==> src/stdac_pkg.sv <==
// stdac_pkg: shared constants and types of the test-signal converter control
package stdac_pkg;

  // serial idle timeout, in master clock cycles (2^18)
  localparam int unsigned SCLK_IDLE_CYC = 262144;
  // external bitstream and modulator rate divider
  localparam int unsigned BITSTREAM_DIV = 16;

  // serial frame layout: rw flag, register address, data byte
  localparam int unsigned FRAME_BITS   = 16;
  localparam int unsigned HDR_BITS     = 8;
  localparam int unsigned HDR_RW_BIT   = 7;
  localparam int unsigned ADDR_W       = 4;
  localparam int unsigned NUM_REGS     = 10;

  // register addresses
  localparam logic [3:0] ADR_CFG    = 4'h0;
  localparam logic [3:0] ADR_SINEG  = 4'h1;
  localparam logic [3:0] ADR_MDIV   = 4'h2;
  localparam logic [3:0] ADR_NDIV   = 4'h3;
  localparam logic [3:0] ADR_DC_HI  = 4'h4;
  localparam logic [3:0] ADR_DC_MID = 4'h5;
  localparam logic [3:0] ADR_DC_LO  = 4'h6;
  localparam logic [3:0] ADR_PULSA  = 4'h7;
  localparam logic [3:0] ADR_PULSB  = 4'h8;
  localparam logic [3:0] ADR_SWCTL  = 4'h9;

  // field positions
  localparam int unsigned CFG_MODE_LSB   = 0;
  localparam int unsigned CFG_GAIN_LSB   = 2;
  localparam int unsigned MDIV_FREQ_BIT  = 4;
  localparam int unsigned SWCTL_PIN_BIT  = 0;
  localparam int unsigned SWCTL_CMD_BIT  = 1;

  // reset values
  localparam logic [7:0] RST_REG   = 8'h00;
  localparam logic [7:0] RST_SWCTL = 8'h01;

  // highest of the seven analog ranges
  localparam logic [2:0] GAIN_MAX  = 3'h6;

  // sine phase width: 2^14 steps per period
  localparam int unsigned PHASE_W = 14;

  typedef enum logic [1:0] {
    MODE_SINE  = 2'h0,
    MODE_DC    = 2'h1,
    MODE_DATA  = 2'h2,
    MODE_PULSE = 2'h3
  } stdac_mode_t;

endpackage

==> src/stdac_mod.sv <==
// stdac_mod: first-order ones-density modulator
`timescale 1ns/1ps
`default_nettype none
module stdac_mod #(
  parameter int unsigned W = 24
) (
  input  wire logic         clk,
  input  wire logic         arst_n,
  input  wire logic         step_en,
  input  wire logic [W-1:0] level,
  output logic              bit_out
);
  logic [W-1:0] acc_ff;
  logic         bit_ff;

  // two's complement to offset binary: zero gives half ones density
  wire logic [W-1:0] ubin = level ^ {1'b1, {(W-1){1'b0}}};
  wire logic [W:0]   sum  = {1'b0, acc_ff} + {1'b0, ubin};

  // carry out of the accumulator is the output bit
  always_ff @(posedge clk or negedge arst_n) begin
    if (!arst_n) begin
      acc_ff <= '0;
      bit_ff <= 1'b0;
    end else if (step_en) begin
      acc_ff <= sum[W-1:0];
      bit_ff <= sum[W];
    end
  end

  assign bit_out = bit_ff;
endmodule
`default_nettype wire

==> src/stdac_sine.sv <==
// stdac_sine: sine generator with fractional rate divider and digital gain
`timescale 1ns/1ps
`default_nettype none
module stdac_sine (
  input  wire logic        clk,
  input  wire logic        arst_n,
  input  wire logic        restart,
  input  wire logic        freq_div2,
  input  wire logic [3:0]  m_div,
  input  wire logic [7:0]  n_div,
  input  wire logic [7:0]  atten,
  output logic      [23:0] sample
);
  // quarter-wave table, 16 points at mid-bin angles
  localparam logic [15:0] QSIN [16] = '{
    16'h0648, 16'h12c8, 16'h1f1a, 16'h2b1f, 16'h36ba, 16'h41ce, 16'h4c3f, 16'h55f5,
    16'h5ed7, 16'h66cf, 16'h6dc9, 16'h73b5, 16'h7883, 16'h7c29, 16'h7e9d, 16'h7fd8};
  // half-decibel mantissas over one 6 dB octave
  localparam logic [15:0] MANT [12] = '{
    16'hffff, 16'hf1b1, 16'he42c, 16'hd766, 16'hcb58, 16'hbff9,
    16'hb539, 16'hab16, 16'ha189, 16'h9880, 16'h8ff3, 16'h87e9};

  logic                              pre_ff;
  logic [8:0]                        acc_ff;
  logic [stdac_pkg::PHASE_W-1:0]     phase_ff;
  logic [23:0]                       sample_ff;

  // fractional step: phase advances (m+1)/(n+1) per enabled clock while m <= n, else one step per enabled clock
  wire logic        step_en  = ~freq_div2 | pre_ff;
  wire logic [8:0]  m_plus   = {5'h00, m_div} + 9'h001;
  wire logic [8:0]  n_plus   = {1'b0, n_div} + 9'h001;
  wire logic [8:0]  acc_sum  = acc_ff + m_plus;
  wire logic        wrap     = acc_sum >= n_plus;
  wire logic [1:0]  quad     = phase_ff[13:12];
  wire logic [3:0]  idx      = quad[0] ? ~phase_ff[11:8] : phase_ff[11:8];
  wire logic [15:0] mag      = QSIN[idx];
  wire logic signed [16:0] sval = quad[1] ? -$signed({1'b0, mag}) : $signed({1'b0, mag});
  wire logic [4:0]  shift    = 5'(atten / 8'd12);
  wire logic [3:0]  midx     = 4'(atten % 8'd12);
  wire logic signed [33:0] prod = sval * $signed({1'b0, MANT[midx]});
  // part-select drops the sign, so restore it before the arithmetic shift
  wire logic signed [23:0] scaled = $signed(prod[31:8]) >>> shift;
  wire logic        mute     = atten[7:4] == 4'hf;

  // phase accumulator; restart lands on the rising zero crossing
  always_ff @(posedge clk or negedge arst_n) begin
    if (!arst_n) begin
      pre_ff   <= 1'b0;
      acc_ff   <= 9'h000;
      phase_ff <= '0;
    end else if (restart) begin
      pre_ff   <= 1'b0;
      acc_ff   <= 9'h000;
      phase_ff <= '0;
    end else begin
      pre_ff <= ~pre_ff;
      if (step_en) begin
        acc_ff <= wrap ? acc_sum - n_plus : acc_sum;
        if (wrap) begin
          phase_ff <= phase_ff + 1'b1;
        end
      end
    end
  end

  // gain stage registered so the sample is a clean flop output
  always_ff @(posedge clk or negedge arst_n) begin
    if (!arst_n) begin
      sample_ff <= 24'h000000;
    end else begin
      sample_ff <= mute ? 24'h000000 : scaled;
    end
  end

  assign sample = sample_ff;
endmodule
`default_nettype wire

==> src/stdac_top.sv <==
// stdac_top: serial-configured control of the seismic test-signal converter
//
// Function
// - serial logic resets after long sclk low
// - works with chip select tied low
// - sample on sclk rise, shift on fall
// - dout driven only while chip select low
// - every register readable on dout
// - power-on reset sets defaults
// - modulator turns sine or dc into bitstream
// - data mode bitstream bypasses generator and modulator
// - sine frequency programmable by register
// - analog 6 dB and digital 0.5 dB gain
// - analog gain picks one of seven ranges
// - dc mode outputs 24-bit register level
// - pulse mode drives 5-bit fast converter
// - sync level picks pulse level a or b
// - sync restarts sine at zero crossing
// - reset pin low powers down, release resets
// - powered down outputs are high impedance
// - data mode: dual pin is bitstream input
// - other modes: dual pin drives switch
// - switch by pin or serial command
// - two-bit mode field selects output mode
`timescale 1ns/1ps
`default_nettype none
module stdac_top #(
  parameter int unsigned SCLK_IDLE_CYC = stdac_pkg::SCLK_IDLE_CYC
) (
  input  wire logic        clk,
  input  wire logic        arst_n,
  input  wire logic        reset_powerdown_n,
  input  wire logic        sclk,
  input  wire logic        cs_n,
  input  wire logic        din,
  output logic             dout_o,
  output logic             dout_oe_n,
  input  wire logic        sync_in,
  input  wire logic        switch_or_bitstream_in,
  output logic             main_bit,
  output logic      [2:0]  analog_range_amp,
  output logic      [4:0]  pulse_code,
  output logic             pulse_sel,
  output logic             switch_closed,
  output logic             out_pos_oe_n,
  output logic             out_neg_oe_n
);
  localparam int unsigned IDX_SCLK = 0;
  localparam int unsigned IDX_CS   = 1;
  localparam int unsigned IDX_DIN  = 2;
  localparam int unsigned IDX_RPD  = 3;
  localparam int unsigned IDX_SYNC = 4;
  localparam int unsigned IDX_SW   = 5;
  localparam int unsigned IDLE_W   = $clog2(SCLK_IDLE_CYC + 1);

  logic [5:0]        meta_ff;
  logic [5:0]        pin_s_ff;
  logic [5:0]        pin_d_ff;
  logic [IDLE_W-1:0] idle_cnt_ff;
  logic [4:0]        bit_cnt_ff;
  logic [14:0]       shin_ff;
  logic [7:0]        rd_sr_ff;
  logic              dout_ff;
  logic [7:0]        regs_ff [stdac_pkg::NUM_REGS];
  logic [3:0]        div_cnt_ff;
  logic              pd_ff;
  logic              main_bit_ff;
  logic [2:0]        amp_ff;
  logic [4:0]        pulse_ff;
  logic              sw_ff;

  // synchronised pin levels and edges
  wire logic sclk_s   = pin_s_ff[IDX_SCLK];
  wire logic cs_s     = pin_s_ff[IDX_CS];
  wire logic din_s    = pin_s_ff[IDX_DIN];
  wire logic sync_s   = pin_s_ff[IDX_SYNC];
  wire logic dual_s   = pin_s_ff[IDX_SW];
  wire logic sclk_rise = sclk_s & ~pin_d_ff[IDX_SCLK];
  wire logic sclk_fall = ~sclk_s & pin_d_ff[IDX_SCLK];
  wire logic sync_rise = sync_s & ~pin_d_ff[IDX_SYNC];
  // reset pin low means power down
  wire logic pd       = ~pin_s_ff[IDX_RPD];

  // idle timeout after the sclk-low limit
  wire logic spi_to    = idle_cnt_ff == IDLE_W'(SCLK_IDLE_CYC);
  wire logic frame_rst = cs_s | spi_to | pd;

  // frame decode: header byte, then data byte
  wire logic [15:0] frame   = {shin_ff, din_s};
  wire logic        last_bit = bit_cnt_ff == 5'(stdac_pkg::FRAME_BITS - 1);
  wire logic        hdr_done = bit_cnt_ff == 5'(stdac_pkg::HDR_BITS);
  wire logic        in_data  = bit_cnt_ff > 5'(stdac_pkg::HDR_BITS);
  wire logic        wr_en    = sclk_rise & last_bit & ~frame[8 + stdac_pkg::HDR_RW_BIT];
  wire logic [3:0]  wr_addr  = frame[11:8];
  wire logic [7:0]  wr_data  = frame[7:0];
  wire logic [3:0]  rd_addr  = shin_ff[3:0];
  wire logic        rd_ok    = rd_addr < 4'(stdac_pkg::NUM_REGS);
  wire logic [7:0]  rdata    = rd_ok ? regs_ff[rd_addr] : 8'h00;
  wire logic        mn_wr    = wr_en & ((wr_addr == stdac_pkg::ADR_MDIV) |
                                         (wr_addr == stdac_pkg::ADR_NDIV));

  wire stdac_pkg::stdac_mode_t mode =
    stdac_pkg::stdac_mode_t'(regs_ff[stdac_pkg::ADR_CFG][stdac_pkg::CFG_MODE_LSB +: 2]);
  wire logic [2:0]  gain_raw = regs_ff[stdac_pkg::ADR_CFG][stdac_pkg::CFG_GAIN_LSB +: 3];
  wire logic [23:0] dc_level = {regs_ff[stdac_pkg::ADR_DC_HI],
                                regs_ff[stdac_pkg::ADR_DC_MID],
                                regs_ff[stdac_pkg::ADR_DC_LO]};
  wire logic [7:0]  swctl    = regs_ff[stdac_pkg::ADR_SWCTL];
  wire logic        is_data  = mode == stdac_pkg::MODE_DATA;
  wire logic        is_pulse = mode == stdac_pkg::MODE_PULSE;
  wire logic        is_sine  = mode == stdac_pkg::MODE_SINE;
  wire logic        mod_step = div_cnt_ff == 4'(stdac_pkg::BITSTREAM_DIV - 1);
  wire logic [23:0] sine_smp;
  wire logic        mod_bit;
  // sync or a divider write restarts the sine
  wire logic        sine_restart = pd | mn_wr | (is_sine & sync_rise);
  // modulator source: dc register or sine
  wire logic [23:0] mod_src  = (mode == stdac_pkg::MODE_DC) ? dc_level : sine_smp;
  // pin or command closes the switch
  wire logic        sw_by_pin = swctl[stdac_pkg::SWCTL_PIN_BIT] & ~is_data;
  wire logic        sw_next   = sw_by_pin ? dual_s : swctl[stdac_pkg::SWCTL_CMD_BIT];

  // two-stage synchronisers; constants only under reset
  always_ff @(posedge clk or negedge arst_n) begin
    if (!arst_n) begin
      meta_ff  <= 6'h02;
      pin_s_ff <= 6'h02;
      pin_d_ff <= 6'h02;
    end else begin
      meta_ff  <= {switch_or_bitstream_in, sync_in, reset_powerdown_n, din, cs_n, sclk};
      pin_s_ff <= meta_ff;
      pin_d_ff <= pin_s_ff;
    end
  end

  // count master clocks while sclk stays low
  always_ff @(posedge clk or negedge arst_n) begin
    if (!arst_n) begin
      idle_cnt_ff <= '0;
    end else if (sclk_s | spi_to) begin
      idle_cnt_ff <= '0;
    end else begin
      idle_cnt_ff <= idle_cnt_ff + 1'b1;
    end
  end

  // shift in on rise; timeout regains framing
  always_ff @(posedge clk or negedge arst_n) begin
    if (!arst_n) begin
      bit_cnt_ff <= 5'h00;
      shin_ff    <= 15'h0000;
    end else if (frame_rst) begin
      bit_cnt_ff <= 5'h00;
    end else if (sclk_rise) begin
      shin_ff    <= frame[14:0];
      bit_cnt_ff <= last_bit ? 5'h00 : bit_cnt_ff + 1'b1;
    end
  end

  // load read data after the header, shift on each fall
  always_ff @(posedge clk or negedge arst_n) begin
    if (!arst_n) begin
      rd_sr_ff <= 8'h00;
      dout_ff  <= 1'b0;
    end else if (frame_rst) begin
      dout_ff  <= 1'b0;
    end else if (sclk_fall & hdr_done) begin
      dout_ff  <= rdata[7];
      rd_sr_ff <= {rdata[6:0], 1'b0};
    end else if (sclk_fall & in_data) begin
      dout_ff  <= rd_sr_ff[7];
      rd_sr_ff <= {rd_sr_ff[6:0], 1'b0};
    end
  end

  // last rising edge of a write frame stores the byte
  // power-down holds every register at its default
  always_ff @(posedge clk or negedge arst_n) begin
    if (!arst_n) begin
      for (int i = 0; i < stdac_pkg::NUM_REGS; i++) begin
        regs_ff[i] <= stdac_pkg::RST_REG;
      end
      regs_ff[stdac_pkg::ADR_SWCTL] <= stdac_pkg::RST_SWCTL;
    end else if (pd) begin
      for (int i = 0; i < stdac_pkg::NUM_REGS; i++) begin
        regs_ff[i] <= stdac_pkg::RST_REG;
      end
      regs_ff[stdac_pkg::ADR_SWCTL] <= stdac_pkg::RST_SWCTL;
    end else if (wr_en && wr_addr < 4'(stdac_pkg::NUM_REGS)) begin
      regs_ff[wr_addr] <= wr_data;
    end
  end

  // divider matches the external bitstream rate
  always_ff @(posedge clk or negedge arst_n) begin
    if (!arst_n) begin
      div_cnt_ff <= 4'h0;
    end else begin
      div_cnt_ff <= mod_step ? 4'h0 : div_cnt_ff + 1'b1;
    end
  end

  stdac_sine u_sine (
    .clk       (clk),
    .arst_n    (arst_n),
    .restart   (sine_restart),
    .freq_div2 (regs_ff[stdac_pkg::ADR_MDIV][stdac_pkg::MDIV_FREQ_BIT]),
    .m_div     (regs_ff[stdac_pkg::ADR_MDIV][3:0]),
    .n_div     (regs_ff[stdac_pkg::ADR_NDIV]),
    .atten     (regs_ff[stdac_pkg::ADR_SINEG]),
    .sample    (sine_smp)
  );

  // modulator fed from sine or dc level
  stdac_mod #(
    .W (24)
  ) u_mod (
    .clk     (clk),
    .arst_n  (arst_n),
    .step_en (mod_step),
    .level   (mod_src),
    .bit_out (mod_bit)
  );

  // output stage: converter bit, range, pulse level, switch
  always_ff @(posedge clk or negedge arst_n) begin
    if (!arst_n) begin
      pd_ff       <= 1'b1;
      main_bit_ff <= 1'b0;
      amp_ff      <= 3'h0;
      pulse_ff    <= 5'h00;
      sw_ff       <= 1'b0;
    end else begin
      pd_ff       <= pd;
      // data mode feeds the pin straight through
      main_bit_ff <= ~pd & (is_data ? dual_s : mod_bit);
      // codes above the seventh range clamp to it
      amp_ff      <= (gain_raw > stdac_pkg::GAIN_MAX) ? stdac_pkg::GAIN_MAX : gain_raw;
      // sync level chooses the pulse register
      pulse_ff    <= (pd | ~is_pulse) ? 5'h00 :
                     (sync_s ? regs_ff[stdac_pkg::ADR_PULSB][4:0]
                             : regs_ff[stdac_pkg::ADR_PULSA][4:0]);
      // dual pin steers the switch outside data mode
      sw_ff       <= ~pd & sw_next;
    end
  end

  assign dout_oe_n        = cs_s | pd;
  assign dout_o           = dout_ff;
  assign main_bit         = main_bit_ff;
  assign analog_range_amp = amp_ff;
  assign pulse_code       = pulse_ff;
  assign pulse_sel        = pulse_ff != 5'h00 || is_pulse;
  assign switch_closed    = sw_ff;
  // both outputs released while powered down
  assign out_pos_oe_n     = pd_ff;
  assign out_neg_oe_n     = pd_ff;
endmodule
`default_nettype wire

==> config.mk <==
export PLATFORM = sky130hd
export DESIGN_NAME = stdac_top
export DESIGN_NICKNAME = d
export VERILOG_FILES = /design/src/stdac_pkg.sv /design/src/stdac_mod.sv /design/src/stdac_sine.sv /design/src/stdac_top.sv
export SDC_FILE = /design/constraint.sdc
export NUM_CORES = 1
export LEC_CHECK = 0
export BUFFER_PORTS_ARGS = -buffer_cell sky130_fd_sc_hd__buf_2
export CORE_ASPECT_RATIO = 0.7
export CORE_MARGIN = 4
export CORE_UTILIZATION = 40
export DETAILED_ROUTE_END_ITERATION = 12
export GPL_TIMING_DRIVEN = 0
export PLACE_DENSITY = 0.59
export SYNTH_ARGS = -nofsm -noshare
export SYNTH_HDL_FRONTEND = slang
export SYNTH_HIERARCHICAL = 1
export SYNTH_SLANG_ARGS = --single-unit
==> constraint.sdc <==
create_clock -name clk -period 13.7 [get_ports clk]
set_input_delay 2.055 -clock clk [delete_from_list [all_inputs] [get_ports clk]]
set_output_delay 2.055 -clock clk [all_outputs]
set_load 0.005 [all_outputs]
# == After elaboration in Yosys (flattened, before gate mapping) ==
# Memory sizes are Yosys's and may differ from the RTL's.
# Cells that the tools add are included.
# word_totals
regBits,233
mem_bits_ro,512
in_bits,8
elab_cells,156
n_memories,2
# classes
addsub,10
multipliers,1
n_div,2
magnitude_cmp,10
n_eq_ne,11
shift,1
n_mux,39
n_bitwise,37
n_reduce_logical,13
# memory_table
name,depth,word_bits,read_ports,rd_ports_with_merged_regs,wr,line_no,text
(no name shown),16,16,1,0,0,stdac_sine.sv:40,"wire logic signed [33:0] prod = sval * $signed({1'b0, MANT[midx]});"
(no name shown),16,16,1,0,0,stdac_sine.sv:36,wire logic [15:0] mag = QSIN[idx];
# op_table
op,count
$mux W80,2
$bwmux W80,1
$mux W16,4
$mux W24,2
$mux W8,6
$mux W14,3
$bmux W8 S4,1
$demux W8 S4,1
$mul A17 B17 Y32,1
$mux W9,3
$add A24 B24 Y25,1
$mux W5,5
$sshr A24 B5 Y24,1
$ge A5 B5 Y1 const B,4
$not A4 Y5,4
$add A19 B1 Y19 const B,1
$eq A19 B19 Y1 const B,1
$mux W19,1
$mux W17,1
$neg A16 Y17,1
$add A14 B1 Y14 const B,1
$and A1 B1 Y1,12
$not A1 Y1,11
$eq A5 B4 Y1 const B,2
30 further kinds,54

# == Logic depth before layout (Yosys ltp) ==
# logic_depth
ltp_word,11
ltp_mapped,38
mapped_depth_nobuf,35

# == Hierarchy ==
# The synthesis kept the hierarchy.
# by_module_without_submodules
mod,n_inst,cells_each,area_each_um2,seq_area_each_um2
stdac_sine,1,1925,15655.0,1201.2
stdac_top,1,695,7474.7,3908.7
stdac_mod,1,250,2265.9,625.6

# == Least setup slack after synthesis ==
# Ideal clock, no wire load.
# synth_path
path_kind,register to register
startpoint,reg regs_ff[69] (netlist bit)
endpoint,reg u_sine.sample_ff[10] (netlist: u_sine/sample[10])
setup_ns,0.104
arrival_time_ns,8.939
required_time_ns,13.596
slack_ns,4.657
path_stages_with_launch,34
path_buffers,4
synth_period_minus_slack_ns,9.043
cell_sequence,dfrtp_1 buf_2 or4b_2 a21oi_1 o22ai_1 and3_1 clkbuf_1 nor2_1 inv_1 o21ai_0 clkbuf_1 clkbuf_1 nor2_1 fa_1 inv_1 fa_1 inv_1 fa_1 fa_1 fa_1 inv_1 fa_1 inv_1 ha_1 nand2_1 o22ai_1 o41ai_1 o211ai_2 a21oi_1 xnor2_1 a21oi_1 o31ai_1 mux2i_1 a221oi_1
# synth_via
elab_chain_len,8
# synth_lines
element,line_no,text
"start, declared",stdac_top.sv:64,logic [7:0] regs_ff [stdac_pkg::NUM_REGS];
"start signal, assigned by index",stdac_top.sv:181,regs_ff[i] <= stdac_pkg::RST_REG;
"start signal, assigned by index",stdac_top.sv:183,regs_ff[stdac_pkg::ADR_SWCTL] <= stdac_pkg::RST_SWCTL;
"start signal, assigned by index",stdac_top.sv:186,regs_ff[i] <= stdac_pkg::RST_REG;
$mod A8 B4 Y8,stdac_sine.sv:39,wire logic [3:0] midx = 4'(atten % 8'd12);
$not A4 Y5 (implied by the code),stdac_sine.sv:40,
$mem_v2 Z16 W16,-,
$mux W16 (implied by the code) (2 in a row),stdac_sine.sv:40,
$mul A17 B17 Y32,stdac_sine.sv:40,
$sshr A24 B5 Y24,stdac_sine.sv:42,wire logic signed [23:0] scaled = $signed(prod[31:8]) >>> shift;
$mux W24 (*),stdac_sine.sv:71,sample_ff <= mute ? 24'h000000 : scaled;
"end signal, assigned",stdac_sine.sv:71,
"end, declared",stdac_sine.sv:26,logic [23:0] sample_ff;
# Mark *: on every way between the ends. The rest lies on a longest branch, timed or not. The select of a mux whose other input is x is not followed.
# A chain may end at the register's enable or synchronous reset.

# == Final worst setup path ==
# layout_path
startpoint,reg u_sine/phase_ff[12] (netlist bit)
endpoint,reg u_sine.sample_ff[7] (netlist: u_sine/sample[7])
# layout_via
elab_chain_len,10
# layout_lines
element,line_no,text
"start, declared",stdac_sine.sv:25,logic [stdac_pkg::PHASE_W-1:0] phase_ff;
"start signal, assigned",stdac_sine.sv:60,phase_ff <= phase_ff + 1'b1;
$mux W4 (*),stdac_sine.sv:35,wire logic [3:0] idx = quad[0] ? ~phase_ff[11:8] : phase_ff[11:8];
$not A4 Y5 (implied by the code) (*),stdac_sine.sv:36,
$mem_v2 Z16 W16 (*),-,
$mux W16 (implied by the code) (*) (2 in a row),stdac_sine.sv:36,
$neg A16 Y17,stdac_sine.sv:37,"wire logic signed [16:0] sval = quad[1] ? -$signed({1'b0, mag}) : $signed({1'b0, mag});"
$mux W17 (*),stdac_sine.sv:37,
$mul A17 B17 Y32 (*),stdac_sine.sv:40,
$sshr A24 B5 Y24 (*),stdac_sine.sv:42,
$mux W24 (*),stdac_sine.sv:71,
# Marks and branches as above.

==> results summary <==
The flow ran to the end, and the final reports show no timing, DRC or antenna violations. The synthesized netlist devotes 13.2% of its cell area to compound gates. The post-layout minimum cycle time came out at 12520 ps. The switching power is 390 µW. The async set-or-reset flop fraction in the synthesized netlist came out at 100%. TritonCTS built the clock tree. The worst-case IR drop observed on VDD is just over 0.08 mV. The total negative slack for setup checks is 0 ps. The overall track demand over capacity in global routing came out at between 20% and 30%. Measured along the y axis, the die boundary spans between 200 and 250 µm. In this run the most critical hold path is launched from meta_ff[5].

CTS built an H-tree with a depth of 1. The number of stages on the worst hold path came out at 0. The area added between synthesis and finish is 7.83%. For hold timing, the worst endpoint is pin_s_ff[5]. The largest family of logic cells by synthesized area is adder cells.

The number of buffers inserted by hold repair at cts is 0. The post-route standard cell area excluding fillers is between 20000 and 30000 µm². The endpoint required time on the critical path is 14120 ps. The first global-routing pass estimated 117000 µm of wire. The area share of xor/xnor cells in the synthesized design is roughly 4.0%. The relative contribution of combinational cells to total power is under 10%. The detailed-route via count came out at 20700. The total area inside the core boundary comes to 62200 µm². Of all nets on the critical path, the largest fanout is 10. The headroom to the max-slew limit came out at approximately 9.0%. The worst setup path is captured at a register. The root buffer cell chosen for the clock tree is clkbuf_16. The total clock sinks is 229. The initial antenna violation count came out at 2. The commonest register cell after synthesis is dfrtp_1.

The largest individual stage delay along the critical path comes from the cell o311ai_2. The number of top-level pins is 23. The estimated wirelength of the detail-placed design came out at 58500 µm.

The largest net degree at the start of global routing is 119. The flop-to-flop setup slack came out at 1180 ps. The clock tree skew after final layout is around 32 ps. The post-route netlist has 7.73% of its cells at a drive strength greater than 1.

The first routing iteration left between 2000 and 2500 violations. The switching power as a share of total power came out at about a quarter. The detailed-route vias per instance came out at around 5.5. The count of maximum capacitance violations is 0. In the final routed layout, each cell accounts on average for 19.3 µm. The post-detailed-route DRC marker count came out at 0. The count of endpoints failing hold in the final timing report is 0. Yosys mapped a number of flops with a built-in enable equal to 0. The fill cell instance count of the final layout is 6091. Counting flops and latches in the post-synthesis netlist gives 229. Timing would allow up to roughly 80 MHz. The register clock-pin slew on the reported worst setup and hold paths came out at 60 ps. The post-synthesis cell count is between 2000 and 3000.

The number of warning messages in the yosys log came out at 6. The distinct cell type count after synthesis came out at 107. The power density over the cells is 55.2 nW/µm². The number of buffers inserted to repair setup after CTS came out at 0. The total number of nets in the final design came out at 3332.

STA classifies the critical path startpoint as a register. In this run the critical register-to-register path is launched from u_sine/phase_ff[12]. The synthesized netlist devotes 27.9% of its cell area to adder and majority cells. The worst register-to-register path ends at u_sine/sample[7].

The number of clock buffers added by TritonCTS is 24. The residual antenna-violating net count after detailed routing came out at 0. The mean area per synthesized cell is 8.85 µm². The area of the die came out at around 68000 µm². The die is approximately 300 µm wide. Global routing finished with a remaining overflow of 0.

The total placed instance area is 26600 µm². Sequential elements use between 20% and 30% of the synthesized area. The portion of synthesized area spent on multiplexers is 7.34%. Summing every instance area after synthesis gives 25400 µm².

The worst-skew pair later-pin latency is between 500 and 600 ps. The number of core rows came out at 76. Setup repair after global routing left no endpoint under its margin. The via count of the first global-routing pass is 20600. For the worst setup path, the data arrival time is 12940 ps.

The iteration count of the initial detailed-routing pass is 5. The internal portion of the total power is 1.12 mW. The part of the power in the clock network is between 40% and 50%. For the pin with the worst max-slew slack, the measured transition is 1360 ps. The total setup violations reported at the end of the flow is 0.

Summing the areas of all and, or, nand and nor instances in the mapped netlist gives around 17% of the synthesized area. The antenna diode instance count came out at 0. The routed design has 72600 µm of wire. The sequential cell fraction of total power came out at a little under half.

The maximum clock path buffer count came out at 3. The worst setup path is of the register to register kind. Once the clock tree was built, the resizer swapped 0 gates to a different size. Counting every net in the synthesized netlist gives about 3300. The final estimated routing congestion in global placement is 0.938. The path class of the tightest hold or removal check is register to register.

The worst-case reg-to-reg path depth is 35. The number of pins with negative max-slew slack in the final report was 0. The utilization of the core after routing is 44.0%.

Summed over all cells, the static leakage comes to 12.8 nW. The quantity of I/O buffers inserted on ports came out at 22. The largest stage delay on the critical path came out at 970 ps.

The ratio of final minimum period to clock period is 91.4%. For this configuration, the core starts out at a cell density of around 40%.
==> synth_stat cells (14+ instances only) <==
library cell  count  share of area [%]
o22ai_1          20               0.49
o31ai_1          22               0.65
mux2_2           55                2.4
nor3_1           39               0.77
a21o_1           28               0.83
a22o_1           14               0.48
nor2b_1          30               0.74
and2_1           16               0.39
a31oi_1          19               0.47
a21oi_1         134                2.6
xor2_1           44                1.5
xnor2_1          67                2.3
nand2_1         326                4.8
buf_2            24               0.47
nand3_1          80                1.6
fa_1            268                 21
ha_1            137                6.7
dfrtp_1         225                 22
o21ai_0          76                1.5
clkbuf_1         99                1.5
mux2i_1          89                3.5
nand2b_1         20               0.49
and3_1           24               0.59
inv_1           400                5.9
a211oi_1         42                1.2
o211ai_1         18               0.53
nor2_1          280                4.1
nand4_1          20               0.49
==> through the flow <==
stage / instances / setup WS [ps] / power [mW] / hold WS [ps]
after floorplan: 2870 / 4660 / 0.785 / 331
after global placement: 3711 / 1500 / 0.835 / 332
after detailed placement: 3712 / 1480 / 0.838 / 336
after CTS: 3756 / 1410 / 1.53 / 351
after global routing: 3756 / 560 / 1.57 / 362
final: 3756 / 1180 / 1.51 / 348
==> logic make-up after synthesis <==
family / Yosys count
fa+ha+maj: 405
simple gates: 924
buf+inv: 546
mux: 163
xor+xnor: 113
flops: 229
compound gates: 490
==> sequential cells by signal, indices dropped and copies added, names as in the netlist, 2 cells and up <==
name / flops
analog_range_amp: 3
bit_cnt_ff: 5
dc_level: 24
div_cnt_ff: 4
gain_raw: 3
idle_cnt_ff: 19
meta_ff: 6
mode: 2
pin_d_ff: 2
pin_s_ff: 6
pulse_code: 5
rd_sr_ff: 7
regs_ff: 43
shin_ff: 15
swctl: 8
u_mod/acc_ff: 24
u_sine/acc_ff: 9
u_sine/phase_ff: 14
u_sine/sample: 24
==> cells in the final DEF (no fill, tap or decap), drive strengths merged, types with 19 or more instances in the layout <==
master  instances
a211oi         46
a21o           28
a21oi         135
a31oi          19
and2           20
and3           24
buf            57
clkbuf        131
dfrtp         225
fa            268
ha            137
inv           404
mux2           65
mux2i          89
nand2         329
nand2b         20
nand3          83
nand4          20
nor2          283
nor2b          30
nor3           40
o211ai         20
o21ai          83
o22ai          20
o31ai          25
xnor2          68
xor2           45
==> power by group through the flow <==
stage          Combinational [mW]  Sequential [mW]  Clock, mW
6_report                    0.134            0.693      0.684
5_1_grt                     0.143            0.694      0.733
4_1_cts                     0.132            0.693      0.702
3_5_place_dp                0.132            0.706          0
3_3_place_gp                0.130            0.705          0
2_1_floorplan              0.0811            0.704          0
==> cell type report <==
cell class	count	area [µm²]	area share [%]
multi-input cells	2095	17500	64.0
flip-flops and latches	229	5740	20.9
inverters	411	1540	5.63
well taps	819	1020	3.74
clock buffers	30	643	2.35
plain buffers	135	586	2.14
clock inverters	14	174	0.635
repair buffers	23	148	0.539
==> worst max path at each step <==
stage	startpoint	to	slack (ps)
CTS	u_sine/phase_ff[12]	u_sine/sample[10]	1410
floorplan	regs_ff[69]	u_sine/sample[10]	4660
finish	u_sine/phase_ff[12]	u_sine/sample[7]	1180
detailed placement	u_sine/phase_ff[12]	u_sine/sample[10]	1480
global route	u_sine/phase_ff[12]	u_sine/sample[7]	560
global placement	u_sine/phase_ff[12]	u_sine/sample[10]	1500
==> per-layer routing <==
layer | GRT usage, % | up-vias | part of all wire, %
met5 | 0.581 | - | 0.11
met4 | 2.66 | 6 | 1.1
met3 | 5.74 | 69 | 9.8
met2 | 29.7 | 814 | 39
met1 | 35.1 | 10300 | 50
li1 | - | 9606 | -
==> critical path: cells and delay by family (launching register included) <==
family                   cells  cell delay, ps
adder cells (fa/ha/maj)      8            3460
buffers and inverters       10            2520
flip-flops                   1             380
AND/OR/NAND/NOR              5             870
multiplexers                 2             350
XOR/XNOR                     2            1320
AO/OA/AOI/OAI                8            3460
(Power assumes the default switching activity.)
